`src/shared/amxs_pkg.sv`:
```
// Purpose: Shared constants and types for the analog input mux sequencer.
// Assumes: One 250 MHz system clock; the 32768 Hz clock arrives as a synchronous level.
// Notes: Select codes equal the data RAM word that receives the result.

package amxs_pkg;

  // ---------------------------------------------------------------------------
  // Slot list and widths
  // ---------------------------------------------------------------------------
  localparam int SLOT_COUNT = 10;
  localparam int SEL_W = 4;
  localparam int SEL_BUS_W = SLOT_COUNT * SEL_W;
  localparam int FILT_W = 24;
  localparam int WORD_W = 32;
  localparam int ADDR_W = 10;
  localparam int FIFO_W = ADDR_W + WORD_W;
  localparam int FIFO_DEPTH = 8;
  localparam logic [3:0] FRAME_LEN_MAX = 4'hA;
  localparam logic [3:0] FRAME_LEN_MIN = 4'h1;
  localparam int RESULT_SHIFT = 8;

  // ---------------------------------------------------------------------------
  // Data RAM words for each input
  // ---------------------------------------------------------------------------
  localparam logic [SEL_W-1:0] ADDR_PHASE_A_CURRENT = 4'h0;
  localparam logic [SEL_W-1:0] ADDR_PHASE_B_VOLTAGE = 4'h1;
  localparam logic [SEL_W-1:0] ADDR_PHASE_B_CURRENT = 4'h2;
  localparam logic [SEL_W-1:0] ADDR_PHASE_A_VOLTAGE = 4'h3;
  localparam logic [SEL_W-1:0] ADDR_AUXILIARY = 4'h9;
  localparam logic [SEL_W-1:0] ADDR_TEMPERATURE = 4'hA;
  localparam logic [SEL_W-1:0] ADDR_BATTERY = 4'hB;

  // ---------------------------------------------------------------------------
  // Chopper modes and clock-speed setting
  // ---------------------------------------------------------------------------
  localparam logic [1:0] CHOP_TOGGLE_FORCED = 2'h0;
  localparam logic [1:0] CHOP_FIXED_LOW = 2'h1;
  localparam logic [1:0] CHOP_FIXED_HIGH = 2'h2;
  localparam logic [1:0] CHOP_TOGGLE_FREE = 2'h3;
  localparam logic [1:0] CLK_SEL_HI_RES = 2'h1;

  // ---------------------------------------------------------------------------
  // Conversion duration in 32768 Hz cycles, and result resolution in bits
  // ---------------------------------------------------------------------------
  localparam logic [1:0] CONV_CYCLES_LEN0 = 2'h1;
  localparam logic [1:0] CONV_CYCLES_LEN1 = 2'h2;
  localparam logic [1:0] CONV_CYCLES_LEN2 = 2'h3;
  localparam logic [4:0] RES_STD_LEN0 = 5'h12;
  localparam logic [4:0] RES_STD_LEN1 = 5'h15;
  localparam logic [4:0] RES_STD_LEN2 = 5'h16;
  localparam logic [4:0] RES_HI_LEN0 = 5'h13;
  localparam logic [4:0] RES_HI_LEN1 = 5'h16;
  localparam logic [4:0] RES_HI_LEN2 = 5'h18;

  // ---------------------------------------------------------------------------
  // Sequencer states
  // ---------------------------------------------------------------------------
  typedef enum logic [2:0] {
    ST_WAIT_EDGE,
    ST_CONVERT,
    ST_PUSH,
    ST_HOLD,
    ST_SYNC
  } amxs_state_type;

endpackage

```
`src/rtl/amxs_fifo.sv`:
```
// Purpose: Result FIFO between the sequencer and the data RAM write port.
// Assumes: One clock, synchronous active-high reset.
// Notes: Full and empty are exact; a write while full is refused by in_ready low.

`timescale 1ns/100ps

module amxs_fifo #(
  parameter int WIDTH = amxs_pkg::FIFO_W,
  parameter int DEPTH = amxs_pkg::FIFO_DEPTH
) (
  input wire logic i_clk,
  input wire logic i_rst,
  input wire logic i_in_valid,
  input wire logic [WIDTH-1:0] i_in_data,
  output logic o_in_ready,
  output logic o_out_valid,
  output logic [WIDTH-1:0] o_out_data,
  input wire logic i_out_ready
);
  import amxs_pkg::*;

  localparam int AW = $clog2(DEPTH);

  typedef struct packed {
    logic [DEPTH-1:0][WIDTH-1:0] mem;
    logic [AW:0] wp;
    logic [AW:0] rp;
  } amxs_fifo_state_type;

  amxs_fifo_state_type s_r;
  amxs_fifo_state_type s_nxt;
  logic full;
  logic empty;

  assign empty = (s_r.wp == s_r.rp);
  assign full = (s_r.wp[AW] != s_r.rp[AW]) && (s_r.wp[AW-1:0] == s_r.rp[AW-1:0]);
  assign o_in_ready = !full;
  assign o_out_valid = !empty;
  assign o_out_data = s_r.mem[s_r.rp[AW-1:0]];

  always_comb begin
    s_nxt = s_r;
    if (i_in_valid && !full) begin
      s_nxt.mem[s_r.wp[AW-1:0]] = i_in_data;
      s_nxt.wp = s_r.wp + 1'b1;
    end
    if (i_out_ready && !empty) begin
      s_nxt.rp = s_r.rp + 1'b1;
    end
  end

  always_ff @(posedge i_clk) begin
    if (i_rst) begin
      s_r <= '0;
    end else begin
      s_r <= s_nxt;
    end
  end

endmodule

```
`src/rtl/amxs_sequencer.sv`:
```
// Purpose: Analog input mux sequencer: slot lists, conversion pacing, chopper and frame sync.
// Assumes: I_SLOW_32K_CLOCK is a level synchronous to I_SYS_CLK; results leave via a FIFO.
// Notes: Functional notes below.
// Functional notes
// Slot input comes from normal list, or alternate list in alternate frames.
// Battery source is loaded only while battery measure enable is set.
// Request edge yields exactly one alternate frame at the next frame boundary.
// A request held for a single cycle is still caught.
// Frame length field gives 1 to 10 slots per frame.
// Each frame starts at slot 0 and proceeds in list order.
// Slots begin on slow clock rising edge with a conversion start command.
// After conversion complete, wait for next slow clock rising edge to advance.
// Filter length 0, 1, 2 means 1, 2, 3 slow clock cycles.
// Resolution follows clock-speed bits and filter length.
// Each result goes to the fixed RAM word of its input.
// Results stored right-aligned, then shifted left by eight bits.
// One extra slow cycle after last slot; polarity updates at its start.
// Frame sync high during extra cycle; its rise starts an engine pass.
// Mode 01 holds polarity and chopper clock low; 10 holds both high.
// Mode 00 toggles every frame except the one before the forced alternate frame, and forces alternate last frame per interval.
// Mode 00 skips the toggle just before the forced alternate frame.
// Mode 11 forces no alternate frame and toggles every frame.
// High polarity reverses the reference amplifier input connection.
// Software never replaces phase A voltage in alternate slot selections.
// Frames per accumulation interval are always even.
// Sequencer runs on the slow clock and launches each engine pass.
// Interval is first-stage frames repeated second-stage count times.
// A request during a running alternate frame is served at the next boundary.

`timescale 1ns/100ps

module amxs_sequencer (
  input wire logic I_SYS_CLK,
  input wire logic I_SYS_RST,
  input wire logic I_SLOW_32K_CLOCK,
  input wire logic [amxs_pkg::SEL_BUS_W-1:0] I_NORMAL_SLOT_SELECT,
  input wire logic [amxs_pkg::SEL_BUS_W-1:0] I_ALTERNATE_SLOT_SELECT,
  input wire logic [3:0] I_FRAME_LENGTH,
  input wire logic [1:0] I_FILTER_LENGTH_FIELD,
  input wire logic I_FAST_CLOCK_SEL_HI,
  input wire logic I_FAST_CLOCK_SEL_LO,
  input wire logic [1:0] I_CHOPPER_MODE_FIELD,
  input wire logic I_ALTERNATE_FRAME_REQUEST,
  input wire logic I_BATTERY_MEASURE_ENABLE,
  input wire logic [1:0] I_FIRST_STAGE_COUNT,
  input wire logic [5:0] I_SECOND_STAGE_COUNT,
  input wire logic I_CONVERSION_COMPLETE,
  input wire logic [amxs_pkg::FILT_W-1:0] I_FILTER_DATA,
  input wire logic I_RAM_WR_READY,
  output logic O_CONVERSION_START_CMD,
  output logic [amxs_pkg::SEL_W-1:0] O_INPUT_SELECT,
  output logic [1:0] O_CONV_SLOW_32K_CLOCK_CYCLES,
  output logic [4:0] O_RESOLUTION_BITS,
  output logic O_BATTERY_LOAD_EN,
  output logic O_CHOPPER_POLARITY,
  output logic O_CHOPPER_CLOCK,
  output logic O_FRAME_SYNC,
  output logic O_ALT_FRAME_ACTIVE,
  output logic O_RAM_WR_VALID,
  output logic [amxs_pkg::ADDR_W-1:0] O_RAM_WR_ADDR,
  output logic [amxs_pkg::WORD_W-1:0] O_RAM_WR_DATA
);
  import amxs_pkg::*;

  typedef struct packed {
    amxs_state_type state;
    logic ck_d;
    logic req_d;
    logic pend;
    logic alt;
    logic [3:0] slot;
    logic [SEL_W-1:0] sel;
    logic start;
    logic frame_sync;
    logic pol;
    logic chopper_clock;
    logic batt;
    logic [2:0] s1;
    logic [5:0] s2;
    logic [1:0] cycles;
    logic [4:0] res;
    logic [FIFO_W-1:0] push_word;
    logic out_valid;
    logic [FIFO_W-1:0] out_word;
  } amxs_seq_state_type;

  amxs_seq_state_type s;
  amxs_seq_state_type n;

  // ---------------------------------------------------------------------------
  // Slot select fields
  // ---------------------------------------------------------------------------
  logic [SEL_W-1:0] norm_sel [SLOT_COUNT];
  logic [SEL_W-1:0] alt_sel [SLOT_COUNT];

  generate
    for (genvar i = 0; i < SLOT_COUNT; i++) begin : g_slot
      assign norm_sel[i] = I_NORMAL_SLOT_SELECT[i*SEL_W +: SEL_W];
      assign alt_sel[i] = I_ALTERNATE_SLOT_SELECT[i*SEL_W +: SEL_W];
    end
  endgenerate

  // ---------------------------------------------------------------------------
  // Derived conditions
  // ---------------------------------------------------------------------------
  logic ck_rise;
  logic req_rise;
  logic [3:0] frame_len;
  logic last_slot;
  logic [2:0] s1_max;
  logic [5:0] s2_max;
  logic last_of_interval;
  logic penult_of_interval;
  logic forced_alt;
  logic toggle_mode;
  logic fifo_in_ready;
  logic fifo_out_valid;
  logic [FIFO_W-1:0] fifo_out_data;
  logic fifo_pop;
  logic [24:0] res_mask;
  logic do_start;
  logic new_frame;
  logic [3:0] start_slot;
  logic start_alt;
  logic [3:0] safe_slot;

  assign ck_rise = I_SLOW_32K_CLOCK && !s.ck_d;
  assign req_rise = I_ALTERNATE_FRAME_REQUEST && !s.req_d;
  // Out-of-range lengths are clamped so the frame always ends.
  assign frame_len = (I_FRAME_LENGTH < FRAME_LEN_MIN) ? FRAME_LEN_MIN :
                     (I_FRAME_LENGTH > FRAME_LEN_MAX) ? FRAME_LEN_MAX : I_FRAME_LENGTH;
  assign last_slot = (s.slot == frame_len - 4'h1);
  // First stage counts an even number of frames, so the interval stays even.
  assign s1_max = {I_FIRST_STAGE_COUNT, 1'b1};
  assign s2_max = (I_SECOND_STAGE_COUNT == 6'h0) ? 6'h0 : I_SECOND_STAGE_COUNT - 6'h1;
  assign last_of_interval = (s.s1 == s1_max) && (s.s2 == s2_max);
  assign penult_of_interval = (s.s1 == s1_max - 3'h1) && (s.s2 == s2_max);
  assign forced_alt = (I_CHOPPER_MODE_FIELD == CHOP_TOGGLE_FORCED) && last_of_interval;
  assign toggle_mode = (I_CHOPPER_MODE_FIELD == CHOP_TOGGLE_FORCED) ||
                       (I_CHOPPER_MODE_FIELD == CHOP_TOGGLE_FREE);
  assign fifo_pop = fifo_out_valid && (!s.out_valid || I_RAM_WR_READY);
  assign res_mask = (25'h1 << s.res) - 25'h1;

  // ---------------------------------------------------------------------------
  // Next-state logic
  // ---------------------------------------------------------------------------
  always_comb begin
    n = s;
    do_start = 1'b0;
    new_frame = 1'b0;
    start_slot = 4'h0;
    start_alt = s.alt;
    safe_slot = 4'h0;
    n.start = 1'b0;
    n.ck_d = I_SLOW_32K_CLOCK;
    n.req_d = I_ALTERNATE_FRAME_REQUEST;
    n.batt = I_BATTERY_MEASURE_ENABLE;
    case (I_FILTER_LENGTH_FIELD)
      2'h0: begin
        n.cycles = CONV_CYCLES_LEN0;
        n.res = ({I_FAST_CLOCK_SEL_HI, I_FAST_CLOCK_SEL_LO} == CLK_SEL_HI_RES) ? RES_HI_LEN0 : RES_STD_LEN0;
      end
      2'h1: begin
        n.cycles = CONV_CYCLES_LEN1;
        n.res = ({I_FAST_CLOCK_SEL_HI, I_FAST_CLOCK_SEL_LO} == CLK_SEL_HI_RES) ? RES_HI_LEN1 : RES_STD_LEN1;
      end
      default: begin
        n.cycles = CONV_CYCLES_LEN2;
        n.res = ({I_FAST_CLOCK_SEL_HI, I_FAST_CLOCK_SEL_LO} == CLK_SEL_HI_RES) ? RES_HI_LEN2 : RES_STD_LEN2;
      end
    endcase
    case (s.state)
      ST_WAIT_EDGE: begin
        if (ck_rise) begin
          do_start = 1'b1;
          new_frame = 1'b1;
        end
      end
      ST_CONVERT: begin
        if (I_CONVERSION_COMPLETE) begin
          n.push_word = {{(ADDR_W-SEL_W){1'b0}}, s.sel,
                         (I_FILTER_DATA & res_mask[FILT_W-1:0]), {RESULT_SHIFT{1'b0}}};
          n.state = ST_PUSH;
        end
      end
      ST_PUSH: begin
        if (fifo_in_ready) begin
          n.state = ST_HOLD;
        end
      end
      ST_HOLD: begin
        if (ck_rise) begin
          if (last_slot) begin
            n.state = ST_SYNC;
            n.frame_sync = 1'b1;
            if (toggle_mode && !(I_CHOPPER_MODE_FIELD == CHOP_TOGGLE_FORCED && penult_of_interval)) begin
              n.pol = !s.pol;
            end
            // A count left above a lowered limit restarts at once instead of wrapping.
            if (s.s1 >= s1_max) begin
              n.s1 = 3'h0;
              n.s2 = (s.s2 >= s2_max) ? 6'h0 : s.s2 + 6'h1;
            end else begin
              n.s1 = s.s1 + 3'h1;
            end
          end else begin
            do_start = 1'b1;
            start_slot = s.slot + 4'h1;
          end
        end
      end
      ST_SYNC: begin
        if (ck_rise) begin
          n.frame_sync = 1'b0;
          do_start = 1'b1;
          new_frame = 1'b1;
        end
      end
      default: begin
        n.state = ST_WAIT_EDGE;
      end
    endcase
    if (do_start) begin
      if (new_frame) begin
        start_alt = s.pend || forced_alt;
        n.pend = 1'b0;
      end
      safe_slot = (start_slot < FRAME_LEN_MAX) ? start_slot : 4'h0;
      n.alt = start_alt;
      n.slot = safe_slot;
      n.sel = start_alt ? alt_sel[safe_slot] : norm_sel[safe_slot];
      n.start = 1'b1;
      n.state = ST_CONVERT;
    end
    // A new request wins over the clear at the frame boundary.
    if (req_rise) begin
      n.pend = 1'b1;
    end
    if (I_CHOPPER_MODE_FIELD == CHOP_FIXED_LOW) begin
      n.pol = 1'b0;
    end else if (I_CHOPPER_MODE_FIELD == CHOP_FIXED_HIGH) begin
      n.pol = 1'b1;
    end
    n.chopper_clock = n.pol;
    if (fifo_pop) begin
      n.out_valid = 1'b1;
      n.out_word = fifo_out_data;
    end else if (I_RAM_WR_READY) begin
      n.out_valid = 1'b0;
    end
  end

  always_ff @(posedge I_SYS_CLK) begin
    if (I_SYS_RST) begin
      s <= '0;
    end else begin
      s <= n;
    end
  end

  // ---------------------------------------------------------------------------
  // Result buffer
  // ---------------------------------------------------------------------------
  amxs_fifo #(
    .WIDTH(FIFO_W),
    .DEPTH(FIFO_DEPTH)
  ) u_fifo (
    .i_clk(I_SYS_CLK),
    .i_rst(I_SYS_RST),
    .i_in_valid(s.state == ST_PUSH),
    .i_in_data(s.push_word),
    .o_in_ready(fifo_in_ready),
    .o_out_valid(fifo_out_valid),
    .o_out_data(fifo_out_data),
    .i_out_ready(!s.out_valid || I_RAM_WR_READY)
  );

  // ---------------------------------------------------------------------------
  // Outputs
  // ---------------------------------------------------------------------------
  assign O_CONVERSION_START_CMD = s.start;
  assign O_INPUT_SELECT = s.sel;
  assign O_CONV_SLOW_32K_CLOCK_CYCLES = s.cycles;
  assign O_RESOLUTION_BITS = s.res;
  assign O_BATTERY_LOAD_EN = s.batt;
  assign O_CHOPPER_POLARITY = s.pol;
  assign O_CHOPPER_CLOCK = s.chopper_clock;
  assign O_FRAME_SYNC = s.frame_sync;
  assign O_ALT_FRAME_ACTIVE = s.alt;
  assign O_RAM_WR_VALID = s.out_valid;
  assign O_RAM_WR_ADDR = s.out_word[FIFO_W-1:WORD_W];
  assign O_RAM_WR_DATA = s.out_word[WORD_W-1:0];
endmodule

```
`config.mk`:
```
export PLATFORM = sky130hd
export DESIGN_NAME = amxs_sequencer
export DESIGN_NICKNAME = d
export VERILOG_FILES = /design/src/shared/amxs_pkg.sv /design/src/rtl/amxs_fifo.sv /design/src/rtl/amxs_sequencer.sv
export SDC_FILE = /design/constraint.sdc
export NUM_CORES = 1
export LEC_CHECK = 0
export BUFFER_PORTS_ARGS = -buffer_cell sky130_fd_sc_hd__buf_2
export CORE_ASPECT_RATIO = 0.9
export CORE_UTILIZATION = 59
export DETAILED_ROUTE_END_ITERATION = 8
export PLACE_DENSITY = 0.81
export SYNTH_ARGS = -nofsm -noshare
export SYNTH_HDL_FRONTEND = slang
export SYNTH_SLANG_ARGS = --single-unit
```
`constraint.sdc`:
```
create_clock -name I_SYS_CLK -period 4.5 [get_ports I_SYS_CLK]
set_input_delay 1.35 -clock I_SYS_CLK [delete_from_list [all_inputs] [get_ports I_SYS_CLK]]
set_output_delay 1.35 -clock I_SYS_CLK [all_outputs]
set_load 0.02 [all_outputs]
```
## After elaboration in Yosys (flattened, before gate mapping)

Cells that the tools add are included.

| word-level totals | value |
|---|---|
| bits of input ports | 129 |
| output and inout bits | 60 |
| flip-flop bits (word level) | 450 |
| word-level logic and storage cells | 171 |

| operators by class | value |
|---|---|
| magnitude comparators | 9 |
| muxes and demuxes | 50 |
| bitwise logic cells | 3 |
| shifts and indexed selects | 1 |
| equal/unequal tests | 26 |
| reduce and logical (&&, ||, !) cells | 44 |
| $add $sub $neg | 9 |

Operators by type and width:

| kind | number |
|---|---|
| bitwise mux 336 bit | 1 |
| binary-select mux 42 bit (select 3 bit) | 1 |
| demux 42 bit (select 3 bit) | 1 |
| two-way mux 42 bit | 2 |
| two-way mux 4 bit | 12 |
| binary-select mux 4 bit (select 4 bit) | 2 |
| AND 24 bit | 1 |
| left shift 1 x 5 -> 24 bit, first input constant | 1 |
| subtractor 24 x 1 -> 24 bit, second input constant | 1 |
| two-way mux 1 bit | 16 |
| nonzero test 2 bit | 8 |
| two-way mux 3 bit | 5 |
| case mux 7 bit (2 select lines) | 1 |
| adder 4 x 1 -> 4 bit, second input constant | 3 |
| two-way mux 6 bit | 2 |
| inequality test 3 bit, second input constant | 4 |
| case mux 3 bit (4 select lines) | 1 |
| AND reduction 4 bit | 3 |
| logical AND 1 bit | 11 |
| two-way mux 11 bit | 1 |
| inequality test 2 bit, second input constant | 5 |
| AND reduction 5 bit | 2 |
| == test 3 bit | 3 |
| == test 4 bit | 2 |
| other kinds (33) | 53 |

## Longest topological paths before layout

Gate-level depths: netlist of run 1.

| depth | value |
|---|---|
| depth in word-level cells | 17 |
| gate-level depth with buffers | 14 |
| depth with buffers taken out | 14 |

## Modules after synthesis

Synthesis of run 1 repeated with hierarchy kept, for this count alone.

| second synthesis, totals | value |
|---|---|
| cell total of the unflattened synthesis | 2180 |
| area, all modules | 22293.9 sq um |

Modules (own cells, without submodules):

| module | cells an instance | seq. area each (sq um) | instances | area each (sq um) |
|---|---|---|---|---|
| amxs_fifo | 1385 | 6886.6 | 1 | 16229.3 |
| amxs_sequencer | 795 | 2122.0 | 1 | 6064.6 |

## Least setup slack after synthesis of run 1

Ideal clock, no wire load.

| timing | value |
|---|---|
| path type | input -> register |
| from | input I_FRAME_LENGTH[2] |
| to | register s (netlist bit O_INPUT_SELECT[0]) |
| slack | 647 ps |
| stages on the path | 11 |
| setup time | 125 ps |
| arrival time | 3728 ps |
| data required time | 4375 ps |
| path buffers | 0 |
| cells stage by stage | nor3_1 > a21oi_4 > ha_1 > xor2_1 > xnor2_1 > nand3_2 > o211ai_2 > mux2_2 > o21ai_1 > a31oi_1 > o41a_1 |

| between the ends | value |
|---|---|
| word-level cells in the longest chain between the ends | 15 |
| elaborated cells on any way between the ends | 22 |
| classes of those cells | add/sub (1); order compare (3); eq/ne (1); mux (16); bitwise (1) |

Ends and longest elaborated chain:

| item | RTL line | RTL |
|---|---|---|
| start, declared | amxs_sequencer.sv:38 | `input wire logic [3:0] I_FRAME_LENGTH,` |
| > comparator 4 bit | amxs_sequencer.sv:131 | `(I_FRAME_LENGTH > FRAME_LEN_MAX) ? FRAME_LEN_MAX : I_FRAME_LENGTH;` |
| two-way mux 4 bit | amxs_sequencer.sv:131 |  |
| two-way mux 4 bit (*) | amxs_sequencer.sv:130 | `assign frame_len = (I_FRAME_LENGTH < FRAME_LEN_MIN) ? FRAME_LEN_MIN :` |
| subtractor 4 x 1 -> 4 bit (*) | amxs_sequencer.sv:132 | `assign last_slot = (s.slot == frame_len - 4'h1);` |
| == test 4 bit (*) | amxs_sequencer.sv:132 |  |
| two-way mux 4 bit | amxs_sequencer.sv:193 | `if (last_slot) begin` |
| two-way mux 4 bit | amxs_sequencer.sv:192 | `if (ck_rise) begin` |
| two-way mux 4 bit | amxs_sequencer.sv:172 | `case (s.state)` |
| less-than comparator 4 bit | amxs_sequencer.sv:228 | `safe_slot = (start_slot < FRAME_LEN_MAX) ? start_slot : 4'h0;` |
| two-way mux 4 bit | amxs_sequencer.sv:228 |  |
| NOT 4 -> 5 bit (not written as such) | amxs_sequencer.sv:231 | `n.sel = start_alt ? alt_sel[safe_slot] : norm_sel[safe_slot];` |
| binary-select mux 4 bit (select 4 bit) | amxs_sequencer.sv:231 |  |
| two-way mux 4 bit (not written as such) (2 in series) | amxs_sequencer.sv:231 |  |
| two-way mux 4 bit | amxs_sequencer.sv:231 |  |
| end signal, assigned | amxs_sequencer.sv:257 | `s <= n;` |
| end, declared | amxs_sequencer.sv:87 | `amxs_seq_state_type s;` |

Every way passes the cells marked *; elsewhere a longest branch is shown, timed or not. The select of a mux whose other input is x is not followed.
A chain may end at the register's enable or synchronous reset.

## Final worst setup path of run 1

| timing | value |
|---|---|
| from | input I_SECOND_STAGE_COUNT[0] |
| to | register s (netlist bit O_INPUT_SELECT[2]) |

| between the ends | value |
|---|---|
| word-level cells in the longest chain between the ends | 9 |
| elaborated cells on any way between the ends | 10 |
| classes of those cells | add/sub (1); eq/ne (1); mux (4); reduce/logical (4) |

Ends and longest elaborated chain:

| item | RTL line | RTL |
|---|---|---|
| start, declared | amxs_sequencer.sv:46 | `input wire logic [5:0] I_SECOND_STAGE_COUNT,` |
| subtractor 6 x 1 -> 6 bit or zero test 6 bit (tied branches) | amxs_sequencer.sv:135 | `assign s2_max = (I_SECOND_STAGE_COUNT == 6'h0) ? 6'h0 : I_SECOND_STAGE_COUNT - 6'h1;` |
| two-way mux 6 bit (*) | amxs_sequencer.sv:135 |  |
| == test 6 bit (*) | amxs_sequencer.sv:136 | `assign last_of_interval = (s.s1 == s1_max) && (s.s2 == s2_max);` |
| logical AND 1 bit (*) | amxs_sequencer.sv:136 |  |
| logical AND 1 bit (*) | amxs_sequencer.sv:138 | `assign forced_alt = (I_CHOPPER_MODE_FIELD == CHOP_TOGGLE_FORCED) && last_of_interval;` |
| logical OR 1 bit (*) | amxs_sequencer.sv:225 | `start_alt = s.pend \|\| forced_alt;` |
| two-way mux 1 bit (*) | amxs_sequencer.sv:224 | `if (new_frame) begin` |
| two-way mux 1 bit (*) | amxs_sequencer.sv:223 | `if (do_start) begin` |
| two-way mux 4 bit (*) | amxs_sequencer.sv:231 |  |

Marked as above.

==> metrics.log, run 1 <==
INFO  metric yosys_warnings = 0
INFO  metric number_of_antenna_violations_at_the_first_check_in_global_routing = 2
INFO  metric total_cts_buffers = 34
INFO  metric seq_area_frac_synth = a little over two fifths
INFO  metric syn_inst = 1,672
INFO  metric power.density_cell_area = ~400 mW/mm2
INFO  metric ios = 189
INFO  metric placement.setup.worst_slack = approximately 310 ps
INFO  metric htree_levels = 2
INFO  metric endpoint_kind = register
INFO  metric floorplan.initialDensity = 60.7%
INFO  metric criticalPathCategory = input port to register
INFO  metric cellLeakagePower = 7.19 nW
INFO  metric core_region_area = 0.0254 mm2
INFO  metric route.final.wire_length = 41,200 um
INFO  metric syn_avg_cell_area = 9.22 um2
INFO  metric max-cap-violations = 0
INFO  metric max_freq = 272 MHz
INFO  metric detail_route.vias_per_cell = 5.99
INFO  metric hold_buffers = 0
INFO  metric finalWorstSetupSlack = 818 ps
INFO  metric wl_met1 = 16,700 um
INFO  metric maximum_root_to_sink_buffer_count = 3
INFO  metric min_period = ~3700 ps
INFO  metric routed.top_layer = met4
INFO  metric sequential_cell_area_in_the_final_layout = approximately 0.0065 mm2
INFO  metric num_vias = 12,500
INFO  metric met3WireLength = 3260 um
INFO  metric combPwrFrac = ~15%
INFO  metric remaining_max_slew_budget_at_the_tightest_pin = between 10% and 20%
INFO  metric hold_path.startpoint = u_fifo.s_r[282]
INFO  metric place.port_buffers = approximately 170
INFO  metric ys_ff_latch = 324
INFO  metric grt_pass1_vias = approximately 12,000
INFO  metric finalCritPeriodShare = 81.8%
INFO  metric slowest_stage_cell_on_the_critical_path = sky130_fd_sc_hd__nor4_4
INFO  metric critical_path_required = 4920 ps
INFO  metric place.detailed.hpwl = 26,600 um
INFO  metric netlist-cell-type-count = 72
INFO  metric hold_viol_final = 0
INFO  metric setup_repair_after_global_routing_missed_its_margin = false
INFO  metric dieArea = 0.0268 mm2
INFO  metric gp_routability_congestion = about 0.92
INFO  metric intPower = 4.97 mW
INFO  metric post-cts-setup-buffers = 0
INFO  metric initialDrtViolationCount = 1,265
INFO  metric final.setup_skew = 22.2 ps
INFO  metric share_seq_of_total_power = 45.6%
INFO  metric tritoncts = yes
INFO  metric dieHeight = 155 um
INFO  metric drc = 0
INFO  metric grt_remaining_overflow = 0
INFO  metric synth_area = ~0.015 mm2
INFO  metric multi_input_comb_area = 0.00794 mm2
INFO  metric synth_edf_count = 0
INFO  metric p_sw = between 1.5 and 2 mW
INFO  metric ir_worst_vdd = 0.000247 V
INFO  metric cts.clk_slew.worst_paths = 60 ps
INFO  metric global_route.usage.total = about 31%
INFO  metric tns = 0 ps
INFO  metric timing.critical_path.from_type = input port
INFO  metric most_used_dff_post_synth = sky130_fd_sc_hd__dfxtp_1
INFO  metric floorplan.die.width = 172 um
INFO  metric final_common_cell = sky130_fd_sc_hd__dfxtp_1
INFO  metric clockPowerShare = 39.4%
INFO  metric timing.critical_path.mode_cell = sky130_fd_sc_hd__ha_1
INFO  metric detail_route.first_pass.iterations = 5
INFO  metric post_cts_resize_count = 0
INFO  metric rr_startpoint = u_fifo.s_r[0]
INFO  metric syn_to_final_growth = 10.7%
INFO  metric insertion_delay = 510 ps
INFO  metric largest_net_degree_at_the_start_of_global_routing = 193
INFO  metric postRouteAntennaNets = 0
INFO  metric setup-violations-final = 0
INFO  metric filler_cell_count = 1,985
INFO  metric result_of_the_run = completed
INFO  metric cp_slowest_stage_delay = 430 ps
INFO  metric first_pass_grt_wire_length = between 60,000 and 70,000 um
INFO  metric path_max_fanout = 4
INFO  metric met2_wirelength = 20,000 um
INFO  metric net_switching_fraction_of_the_power = roughly 28%
INFO  metric post_route_cells_drive_above_1_share = about a fifth
INFO  metric worstHoldPathType = register to register
INFO  metric core.rowCount = 55
INFO  metric wl_per_cell = 19.8 um
INFO  metric cp_data_arrival_time = 4100 ps
INFO  metric synth_async_sr_flop_share = 0%
INFO  metric worstMarginPinSlew = 1200 ps
INFO  metric cts.sink_count = 324
INFO  metric startpoint = I_SECOND_STAGE_COUNT[0]
INFO  metric critical_path.cell_chain = buf_2 > inv_1 > ha_1 > nor3b_1 > nand2_1 > nand2b_1 > ha_1 > nand4b_1 > nor4_4 > nor2_2 > nor3_2 > a21oi_1 > o22a_1 > a31oi_1
INFO  metric ctsRootBufferMaster = sky130_fd_sc_hd__clkbuf_16
INFO  metric mostFrequentLayoutCells = sky130_fd_sc_hd__dfxtp_1 (321), sky130_fd_sc_hd__nor2_1 (260), sky130_fd_sc_hd__mux2i_1 (208)
INFO  metric nNetsFinal = 1,862
INFO  metric number_of_max_slew_violations_in_the_final_report = 0
[per-stage QoR]
step	utilization [%]	instances	area [um2]	hold WS, ps	total power, mW
after floorplan	-	1685	15500	433	4.04
after global placement	63.0	2023	16000	438	4.20
after detailed placement	63.0	2023	16000	445	4.22
after CTS	67.2	2082	17100	453	6.90
after global routing	67.2	2083	17100	471	7.12
final	67.2	2084	17100	455	6.86
[worst max-delay path: cells and delay by family]
family	cells	cell delay, ps
fa+ha+maj	2	340
simple gates	7	1720
buf+inv	2	170
compound gates	3	520
[final timing paths]
kind                                           to  slack (ps)  depth (start not counted)
worst max-delay path            O_INPUT_SELECT[2]         820                         14
worst min-delay path              u_fifo.s_r[282]         460                          2
worst max register to register    u_fifo.s_r[245]        1100                          9
worst min register to register    u_fifo.s_r[282]         460                          2
[logic make-up after synthesis]
family          count (synthesis)  share of synthesized area, %
flops                         324                          42.1
mux                           271                          22.2
xor+xnor                       26                          1.60
buf+inv                       217                          6.93
simple gates                  575                          16.1
other cells                     1                        0.0243
compound gates                242                          9.80
fa+ha+maj                      16                          1.30
[synthesized netlist by cell type, types with 7 or more instances]
master                     count  share of area [%]
sky130_fd_sc_hd__nor2b_1      12               0.49
sky130_fd_sc_hd__o21ai_0      22               0.71
sky130_fd_sc_hd__o211ai_1      8               0.39
sky130_fd_sc_hd__mux4_2       56                8.2
sky130_fd_sc_hd__a211oi_1     33                1.6
sky130_fd_sc_hd__dfxtp_1     324                 42
sky130_fd_sc_hd__o22ai_1       9               0.37
sky130_fd_sc_hd__buf_1         7               0.17
sky130_fd_sc_hd__and3_1        7               0.28
sky130_fd_sc_hd__xor2_1       19                1.1
sky130_fd_sc_hd__nand2_1     200                4.9
sky130_fd_sc_hd__buf_2        29               0.94
sky130_fd_sc_hd__nand2b_1      7               0.28
sky130_fd_sc_hd__a21oi_1     112                3.6
sky130_fd_sc_hd__inv_1        15               0.37
sky130_fd_sc_hd__mux2i_1     208                 14
sky130_fd_sc_hd__buf_4        54                2.6
sky130_fd_sc_hd__ha_1         16                1.3
sky130_fd_sc_hd__a31oi_1      11               0.45
sky130_fd_sc_hd__nor3_1       13               0.42
sky130_fd_sc_hd__nand3_1      27               0.88
sky130_fd_sc_hd__clkbuf_1    110                2.7
sky130_fd_sc_hd__nor2_1      261                6.4
[power groups by stage]
stage	Clock, mW	Combinational (mW)	Sequential (mW)
global placement	0	1.02	3.18
floorplan	0	0.925	3.11
detailed placement	0	1.03	3.19
finish	2.70	1.03	3.13
CTS	2.74	1.03	3.13
global route	2.85	1.12	3.15
[sequential cells by signal, summed over array words and instances (netlist names)]
signal                        flops
O_CHOPPER_CLOCK                   1
s                                47
O_BATTERY_LOAD_EN                 1
O_CONVERSION_START_CMD            1
O_RAM_WR_VALID                    1
O_RAM_WR_DATA                    24
O_RESOLUTION_BITS                 5
O_RAM_WR_ADDR                     4
O_INPUT_SELECT                    4
O_FRAME_SYNC                      1
O_CONV_SLOW_32K_CLOCK_CYCLES      2
u_fifo.s_r                      232
O_ALT_FRAME_ACTIVE                1
[metal layers]
layer | track usage, % | up-vias
met4 | 10.7 | 0
li1 | - | 5817
met3 | 5.65 | 83
met5 | 0 | -
met2 | 53.1 | 596
met1 | 39.3 | 5991
[layout make-up]
type | count | share of cell area, %
inverters | 15 | 0.330
flip-flops and latches | 324 | 38.0
repair buffers | 198 | 6.29
diodes | 2 | 0.0293
clock inverters | 10 | 0.513
multi-input cells | 1144 | 46.5
well taps | 342 | 2.51
clock buffers | 49 | 5.79
Power figures use the tool's default switching activity.
==> inputs of run 2 (changes only) <==
==> constraint.sdc (replaced) <==
create_clock -name I_SYS_CLK -period 3.8 [get_ports I_SYS_CLK]
set_input_delay 1.14 -clock I_SYS_CLK [delete_from_list [all_inputs] [get_ports I_SYS_CLK]]
set_output_delay 1.14 -clock I_SYS_CLK [all_outputs]
set_load 0.02 [all_outputs]
==> metrics.log, run 2 (synthesis gave the netlist of run 1 again) <==
INFO  metric number_of_antenna_violations_at_the_first_check_in_global_routing = 2 (unchanged)
INFO  metric path_max_fanout = 4 (unchanged)
INFO  metric ctsRootBufferMaster = sky130_fd_sc_hd__clkbuf_16
INFO  metric cellLeakagePower = 7.29 nW (+1.3%)
INFO  metric gp_routability_congestion = 0.965 (+5.2%)
INFO  metric wl_per_cell = 19.5 um (-1.3%)
INFO  metric floorplan.die.width = 172 um (unchanged)
INFO  metric critical_path.cell_chain = buf_2 > inv_1 > ha_1 > nor3b_1 > a21oi_1 > ha_1 > nand2b_1 > a21o_1 > a21o_1 > a21o_1 > a21o_1 > a211oi_1 > nor2_1 > nor2_1
INFO  metric worstHoldPathType = register to register
INFO  metric largest_register_ffs = 232 (unchanged)
INFO  metric tritoncts = yes
INFO  metric cp_data_arrival_time = 3820 ps (-280 ps)
INFO  metric global_route.usage.total = 30.6% (-0.47 points)
INFO  metric mostFrequentLayoutCells = sky130_fd_sc_hd__dfxtp_1 (321), sky130_fd_sc_hd__nor2_1 (260), sky130_fd_sc_hd__mux2i_1 (208)
INFO  metric final.setup_skew = 25.9 ps (+3.65 ps)
INFO  metric dieArea = 0.0268 mm2 (unchanged)
INFO  metric largest_register = u_fifo.s_r
INFO  metric setup_repair_after_global_routing_missed_its_margin = false
INFO  metric num_vias = 12,400 (-0.31%)
INFO  metric finalCritPeriodShare = 88.9%
INFO  metric ir_worst_vdd = 0.000313 V (+27%)
INFO  metric largest_net_degree_at_the_start_of_global_routing = 184 (-4.7%)
INFO  metric max_freq = around 300 MHz
INFO  metric setup-violations-final = 0 (unchanged)
INFO  metric core.rowCount = 55 (unchanged)
INFO  metric nNetsFinal = 1,877 (+0.81%)
INFO  metric worst_r2r_dst = u_fifo.s_r[38]
INFO  metric post_route_cells_drive_above_1_share = 20.5% (+0.64 points)
INFO  metric grt_remaining_overflow = 0 (unchanged)
INFO  metric core_region_area = 0.0254 mm2 (unchanged)
INFO  metric max-cap-violations = 0 (unchanged)
INFO  metric hold_viol_final = 0 (unchanged)
INFO  metric critical_path.endpoint = s[95]
INFO  metric slowest_stage_cell_on_the_critical_path = sky130_fd_sc_hd__nor3b_1
INFO  metric detail_route.first_pass.iterations = 6 (+1)
INFO  metric cp_slowest_stage_delay = 370 ps (-60 ps)
INFO  metric cts.sink_count = 324 (unchanged)
INFO  metric floorplan.initialDensity = 60.7% (unchanged)
INFO  metric first_pass_grt_wire_length = 63,600 um (-1.8%)
INFO  metric detail_route.vias_per_cell = 5.94 (-0.93%)
INFO  metric rr_startpoint = u_fifo.s_r[6]
INFO  metric finalPower = 8.21 mW (+20%)
INFO  metric criticalPathCategory = input port to register
INFO  metric holdWs = 454 ps (-1.73 ps)
INFO  metric ios = 189 (unchanged)
INFO  metric post_cts_resize_count = 0 (unchanged)
INFO  metric rr_worst_depth = 8 (-1)
INFO  metric place.port_buffers = 174 (unchanged)
INFO  metric startpoint = I_SECOND_STAGE_COUNT[0]
INFO  metric total_cts_buffers = 34 (unchanged)
INFO  metric initialDrtViolationCount = 1,148 (-9.2%)
INFO  metric timing.critical_path.mode_cell = sky130_fd_sc_hd__a21o_1
INFO  metric place.detailed.hpwl = 27,100 um (+2.0%)
INFO  metric result_of_the_run = completed
INFO  metric syn_to_final_growth = 11.7%
INFO  metric cts.clk_slew.worst_paths = 60 ps (about the same)
INFO  metric reg2reg_slack = 670 ps (-430 ps)
INFO  metric number_of_max_slew_violations_in_the_final_report = 0 (unchanged)
INFO  metric htree_levels = 2 (unchanged)
INFO  metric grt_pass1_vias = 11,900 (-1.9%)
INFO  metric route.final.wire_length = 40,900 um (-0.71%)
INFO  metric timing.critical_path.from_type = input port
INFO  metric min_period = 3380 ps
INFO  metric dieHeight = 155 um (unchanged)
INFO  metric power.density_cell_area = 476 mW/mm2 (+19%)
INFO  metric insertion_delay = 520 ps (about the same)
INFO  metric drc = 0 (unchanged)
INFO  metric post-cts-setup-buffers = 0 (unchanged)
INFO  metric final_common_cell = sky130_fd_sc_hd__dfxtp_1
INFO  metric endpoint_kind = register
INFO  metric maximum_root_to_sink_buffer_count = 3 (unchanged)
INFO  metric critical_path_required = 4240 ps (-680 ps)
INFO  metric hold_buffers = 0 (unchanged)
INFO  metric postRouteAntennaNets = 0 (unchanged)
INFO  metric worstMarginPinSlew = 1180 ps (-22.1 ps)
INFO  metric remaining_max_slew_budget_at_the_tightest_pin = 20.8% (+1.3 points)
==> run 2: cell types whose count changed in the layout (fill, tap and decap cells not counted), moves of 2 or more <==
cell                         before  now
sky130_fd_sc_hd__buf_4           23   36
sky130_fd_sc_hd__clkbuf_8         6    8
sky130_fd_sc_hd__inv_6            2    0
sky130_fd_sc_hd__clkinvlp_4       2    0
sky130_fd_sc_hd__buf_12           1    3
sky130_fd_sc_hd__clkinv_8         0    2
==> run 2: area by class of cell <==
cell class / instances / area (um2)
fillers: 1947 / 8170
clock buffers: 50 / 1010
well taps: 342 / 428
diodes: 1 / 2.50
multi-input cells: 1144 / 7930
clock inverters: 8 / 91.3
repair buffers: 213 / 1210
flip-flops and latches: 324 / 6490
inverters: 15 / 56.3
==> run 2: worst min path at each step <==
stage                          from               to  slack (ps)  depth (start not counted)
floorplan           u_fifo.s_r[268]  u_fifo.s_r[268]         430                          2
global placement     u_fifo.s_r[38]   u_fifo.s_r[38]         440                          2
detailed placement  u_fifo.s_r[282]  u_fifo.s_r[282]         450                          2
CTS                 u_fifo.s_r[282]  u_fifo.s_r[282]         450                          2
global route        u_fifo.s_r[268]  u_fifo.s_r[268]         470                          2
finish              u_fifo.s_r[282]  u_fifo.s_r[282]         450                          2
==> run 2: metrics by stage <==
stage	setup slack, ps	instances	area, um2	setup TNS, ps	utilization, %
after floorplan	157	1685	15500	0	-
after global placement	23.0	2038	16100	0	63.5
after detailed placement	-86.1	2038	16100	-407	63.5
after CTS	452	2096	17200	0	67.8
after global routing	219	2097	17200	0	67.8
final	422	2097	17200	0	67.8
==> run 2: worst max-delay path, delay by kind of cell <==
| family | cells | cell delay (ps) |
|---|---|---|
| buf+inv | 2 | 170 |
| compound gates | 6 | 1180 |
| fa+ha+maj | 2 | 510 |
| simple gates | 4 | 810 |
==> run 2: where the power goes <==
group | total (mW) | internal (mW) | switching (mW) | leakage [nW]
logic | 1.29 | 0.477 | 0.809 | 4.12
clock network | 3.26 | 1.92 | 1.34 | 0.545
registers | 3.66 | 3.55 | 0.105 | 2.62
total | 8.21 | 5.95 | 2.26 | 7.29
==> run 2: routing by layer <==
metal | share of wire (%) | routed length, um | up-vias | global-route usage [%]
met3 | 7.5 | 3090 | 82 | 5.34
met4 | 2.9 | 1210 | 2 | 10.7
li1 | - | - | 5843 | -
met5 | 0.032 | 13 | - | 0
met1 | 41 | 17000 | 5980 | 39.8
met2 | 48 | 19600 | 541 | 51.1
==> inputs of run 3 (changes only) <==
--- a/config.mk
+++ b/config.mk
@@ -7,9 +7,10 @@
 export LEC_CHECK = 0
 export BUFFER_PORTS_ARGS = -buffer_cell sky130_fd_sc_hd__buf_2
 export CORE_ASPECT_RATIO = 0.9
-export CORE_UTILIZATION = 59
+export CORE_UTILIZATION = 60
 export DETAILED_ROUTE_END_ITERATION = 8
-export PLACE_DENSITY = 0.81
+export PLACE_DENSITY = 0.8
 export SYNTH_ARGS = -nofsm -noshare
 export SYNTH_HDL_FRONTEND = slang
+export SYNTH_HIERARCHICAL = 1
 export SYNTH_SLANG_ARGS = --single-unit
==> metrics.log, run 3 <==
INFO  metric result_of_the_run = completed
INFO  metric netlist-cell-type-count = 79 (+9.7%)
INFO  metric hold_buffers = 0 (unchanged)
INFO  metric sequential_cell_area_in_the_final_layout = 0.00902 mm2 (+39%)
INFO  metric min_period = 3710 ps (+329 ps)
INFO  metric tns = 0 ps (unchanged)
INFO  metric grt_remaining_overflow = 0 (unchanged)
INFO  metric global_route.usage.total = 28.0% (-2.6 points)
INFO  metric cts.clk_slew.worst_paths = 60 ps (about the same)
INFO  metric detail_route.vias_per_cell = 5.80 (-2.3%)
INFO  metric synth_edf_count = 0 (unchanged)
INFO  metric dieHeight = 185 um (+19%)
INFO  metric criticalPathCategory = input port to register
INFO  metric power.density_cell_area = 427 mW/mm2 (-10%)
INFO  metric timing.critical_path.from_type = input port
INFO  metric initialDrtViolationCount = 847 (-26%)
INFO  metric detail_route.first_pass.iterations = 6 (unchanged)
INFO  metric ios = 189 (unchanged)
INFO  metric synth_largest_area_cell = sky130_fd_sc_hd__dfxtp_1
INFO  metric critical_path.n_buffers_inverters = 4 (+2)
INFO  metric floorplan.initialDensity = 61.4% (+0.64 points)
INFO  metric core_region_area = 0.0363 mm2 (+43%)
INFO  metric mostFrequentLayoutCells = sky130_fd_sc_hd__dfxtp_1 (447), sky130_fd_sc_hd__nand2b_1 (388), sky130_fd_sc_hd__mux2i_1 (352)
INFO  metric routed.top_layer = met5
INFO  metric syn_to_final_growth = 10.6%
INFO  metric multi_input_comb_area = 0.0119 mm2 (+50%)
INFO  metric met2_wirelength = 26,200 um (+33%)
INFO  metric hold_viol_final = 0 (unchanged)
INFO  metric cp_data_arrival_time = 4190 ps (+370 ps)
INFO  metric grt_pass1_vias = 16,100 (+35%)
INFO  metric floorplan.die.width = 205 um (+19%)
INFO  metric place.detailed.hpwl = 34,400 um (+27%)
INFO  metric tritoncts = yes
INFO  metric wl_per_cell = 19.5 um (-0.20%)
INFO  metric cts.sink_count = 450 (+39%)
INFO  metric worstMarginPinSlew = 987 ps (-194 ps)
INFO  metric max_freq = 270 MHz (-8.9%)
INFO  metric number_of_max_slew_violations_in_the_final_report = 0 (unchanged)
INFO  metric ir_worst_vdd = 0.000340 V (+8.5%)
INFO  metric maximum_root_to_sink_buffer_count = 3 (unchanged)
INFO  metric critical_path.cell_chain = buf_6 > inv_12 > ha_4 > nand2_4 > or3_4 > and2_4 > ha_4 > nand2_2 > or4_4 > o31ai_4 > buf_12 > buf_4 > mux2i_1 > mux2i_1 > o32ai_1 > or4_1 > nand3_1
INFO  metric max-cap-violations = 0 (unchanged)
INFO  metric nNetsFinal = 2,378 (+27%)
INFO  metric core.rowCount = 66 (+20%)
INFO  metric wl_met1 = 22,600 um (+33%)
INFO  metric place.port_buffers = 188 (+8.0%)
INFO  metric final_common_cell = sky130_fd_sc_hd__dfxtp_1
INFO  metric worstHoldPathType = register to register
INFO  metric holdWs = 450 ps (-3.92 ps)
INFO  metric postRouteAntennaNets = 0 (unchanged)
INFO  metric reg2reg_slack = 730 ps (+60 ps)
INFO  metric setup-violations-final = 0 (unchanged)
INFO  metric share_of_yosys_cell_area_claimed_by_the_top_area_cell_type = 40.4% (-1.7 points)
INFO  metric total_cts_buffers = 46 (+35%)
INFO  metric synthTopCellsByCount = sky130_fd_sc_hd__dfxtp_1 (450), sky130_fd_sc_hd__nand2b_1 (388), sky130_fd_sc_hd__mux2i_1 (352)
INFO  metric num_vias = 15,900 (+28%)
INFO  metric remaining_max_slew_budget_at_the_tightest_pin = 33.3% (+13 points)
INFO  metric ctsRootBufferMaster = sky130_fd_sc_hd__clkbuf_16
INFO  metric ys_ff_latch = 450 (+39%)
INFO  metric htree_levels = 2 (unchanged)
INFO  metric synth.top_cells.by_area = sky130_fd_sc_hd__dfxtp_1 (40%), sky130_fd_sc_hd__mux2i_1 (16%), sky130_fd_sc_hd__nand2b_1 (11%), sky130_fd_sc_hd__mux4_2 (8.5%), sky130_fd_sc_hd__nand2_1 (3.0%)
INFO  metric yosysMostFrequentCell = sky130_fd_sc_hd__dfxtp_1
INFO  metric met3WireLength = 3040 um (-1.6%)
INFO  metric largest_net_degree_at_the_start_of_global_routing = 176 (-4.3%)
INFO  metric seq_area_frac_synth = 40.4% (-1.7 points)
INFO  metric syn_inst = 2,180 (+30%)
INFO  metric path_max_fanout = 7 (+3)
INFO  metric final.setup_skew = 13.3 ps (-12.6 ps)
INFO  metric syn_avg_cell_area = 10.2 um2 (+11%)
INFO  metric post_route_cells_drive_above_1_share = 22.0% (+1.6 points)
INFO  metric slowest_stage_cell_on_the_critical_path = sky130_fd_sc_hd__or4_4
INFO  metric cp_slowest_stage_delay = 570 ps (+200 ps)
INFO  metric drc = 0 (unchanged)
INFO  metric yosys_warnings = 6 (+6)
INFO  metric largest_register_ffs = 344 (+48%)
INFO  metric insertion_delay = 550 ps (+30 ps)
INFO  metric critical_path_required = 4280 ps (+40 ps)
INFO  metric synth_async_sr_flop_share = 0% (unchanged)
INFO  metric endpoint_kind = register
INFO  metric route.final.wire_length = 53,400 um (+30%)
INFO  metric finalCritPeriodShare = 97.6% (+8.6 points)
INFO  metric cellLeakagePower = 11.0 nW (+51%)
INFO  metric gp_routability_congestion = 0.872 (-9.7%)
INFO  metric first_pass_grt_wire_length = 84,500 um (+33%)
INFO  metric filler_cell_count = 2,811 (+44%)
INFO  metric number_of_antenna_violations_at_the_first_check_in_global_routing = 3 (+1)
INFO  metric largest_register = u_fifo/s_r
INFO  metric dieArea = 0.0379 mm2 (+42%)
INFO  metric cp_top_family = simple AND/OR/NAND/NOR gates
INFO  metric most_used_dff_post_synth = sky130_fd_sc_hd__dfxtp_1
INFO  metric synth_area = 0.0223 mm2 (+45%)
run 3: changes by cell type in the layout (fill, tap and decap cells not counted), sizes merged, moves of 9 or more:
cell / previous run / this run
buf: 213 / 249
clkbuf: 50 / 67
mux2i: 208 / 353
nand2b: 7 / 388
dfxtp: 324 / 450
nor3: 17 / 27
a31oi: 11 / 2
a211oi: 33 / 6
mux4: 56 / 84
nand2: 200 / 180
nor2: 263 / 41
mux2: 7 / 45
o22ai: 9 / 0
run 3: final timing paths:
check / from / to / depth (start not counted)
hold / removal: O_RAM_WR_DATA[2] / O_RAM_WR_DATA[2] / 2
setup reg to reg: s[119] / u_fifo/s_r[111] / 6
hold reg to reg: O_RAM_WR_DATA[2] / O_RAM_WR_DATA[2] / 2
setup / recovery: I_SECOND_STAGE_COUNT[1] / O_INPUT_SELECT[2] / 17
run 3: kinds of logic after synthesis:
group	Yosys count	synth area share, %
simple gates	738	18.4
flops	450	40.4
buf+inv	267	6.98
fa+ha+maj	16	0.898
other cells	1	0.0168
compound gates	200	5.56
xor+xnor	26	1.09
mux	482	26.7
run 3: area by class of cell:
type / instances / area share, %
Multi-Input combinational cell: 1476 / 48.3
Sequential cell: 450 / 36.6
Timing Repair Buffer: 249 / 6.59
Clock buffer: 67 / 5.44
Tap cell: 476 / 2.42
Clock inverter: 13 / 0.416
Inverter: 10 / 0.233
Antenna cell: 1 / 0.0101
run 3: where the power goes:
part | switching, mW | leakage [nW] | internal [mW]
Clock | 1.83 | 0.711 | 2.51
Combinational | 0.837 | 6.69 | 0.531
Sequential | 0.0593 | 3.63 | 4.76
Total | 2.73 | 11.0 | 7.80
run 3: layer usage:
metal,track usage (%),vias up
met5,0,-
met2,48.3,448
met1,35.2,7808
met4,9.04,6
li1,-,7545
met3,5.54,96
run 3: metrics by stage:
step	std cells	utilization, %	power (mW)	setup slack (ps)	cell area [um2]
after floorplan	2193	-	5.87	-195	22400
after global placement	2658	63.6	6.27	-358	23100
after detailed placement	2658	63.6	6.29	-472	23100
after CTS	2738	67.6	10.6	96.5	24600
after global routing	2741	67.9	10.9	-6.87	24700
final	2742	67.9	10.5	93.0	24700
run 3: timing repair:
action	in CTS	in global routing
endpoints found under the hold margin	0	0
endpoints found under the setup margin	0	3
buffers inserted	0	3
gates resized for setup	0	18
run 3: worst min-delay path: stages (launching register included):
cell and delay (ps):
sky130_fd_sc_hd__dfxtp_1 300, sky130_fd_sc_hd__nand2_1 50, sky130_fd_sc_hd__a21oi_1 50
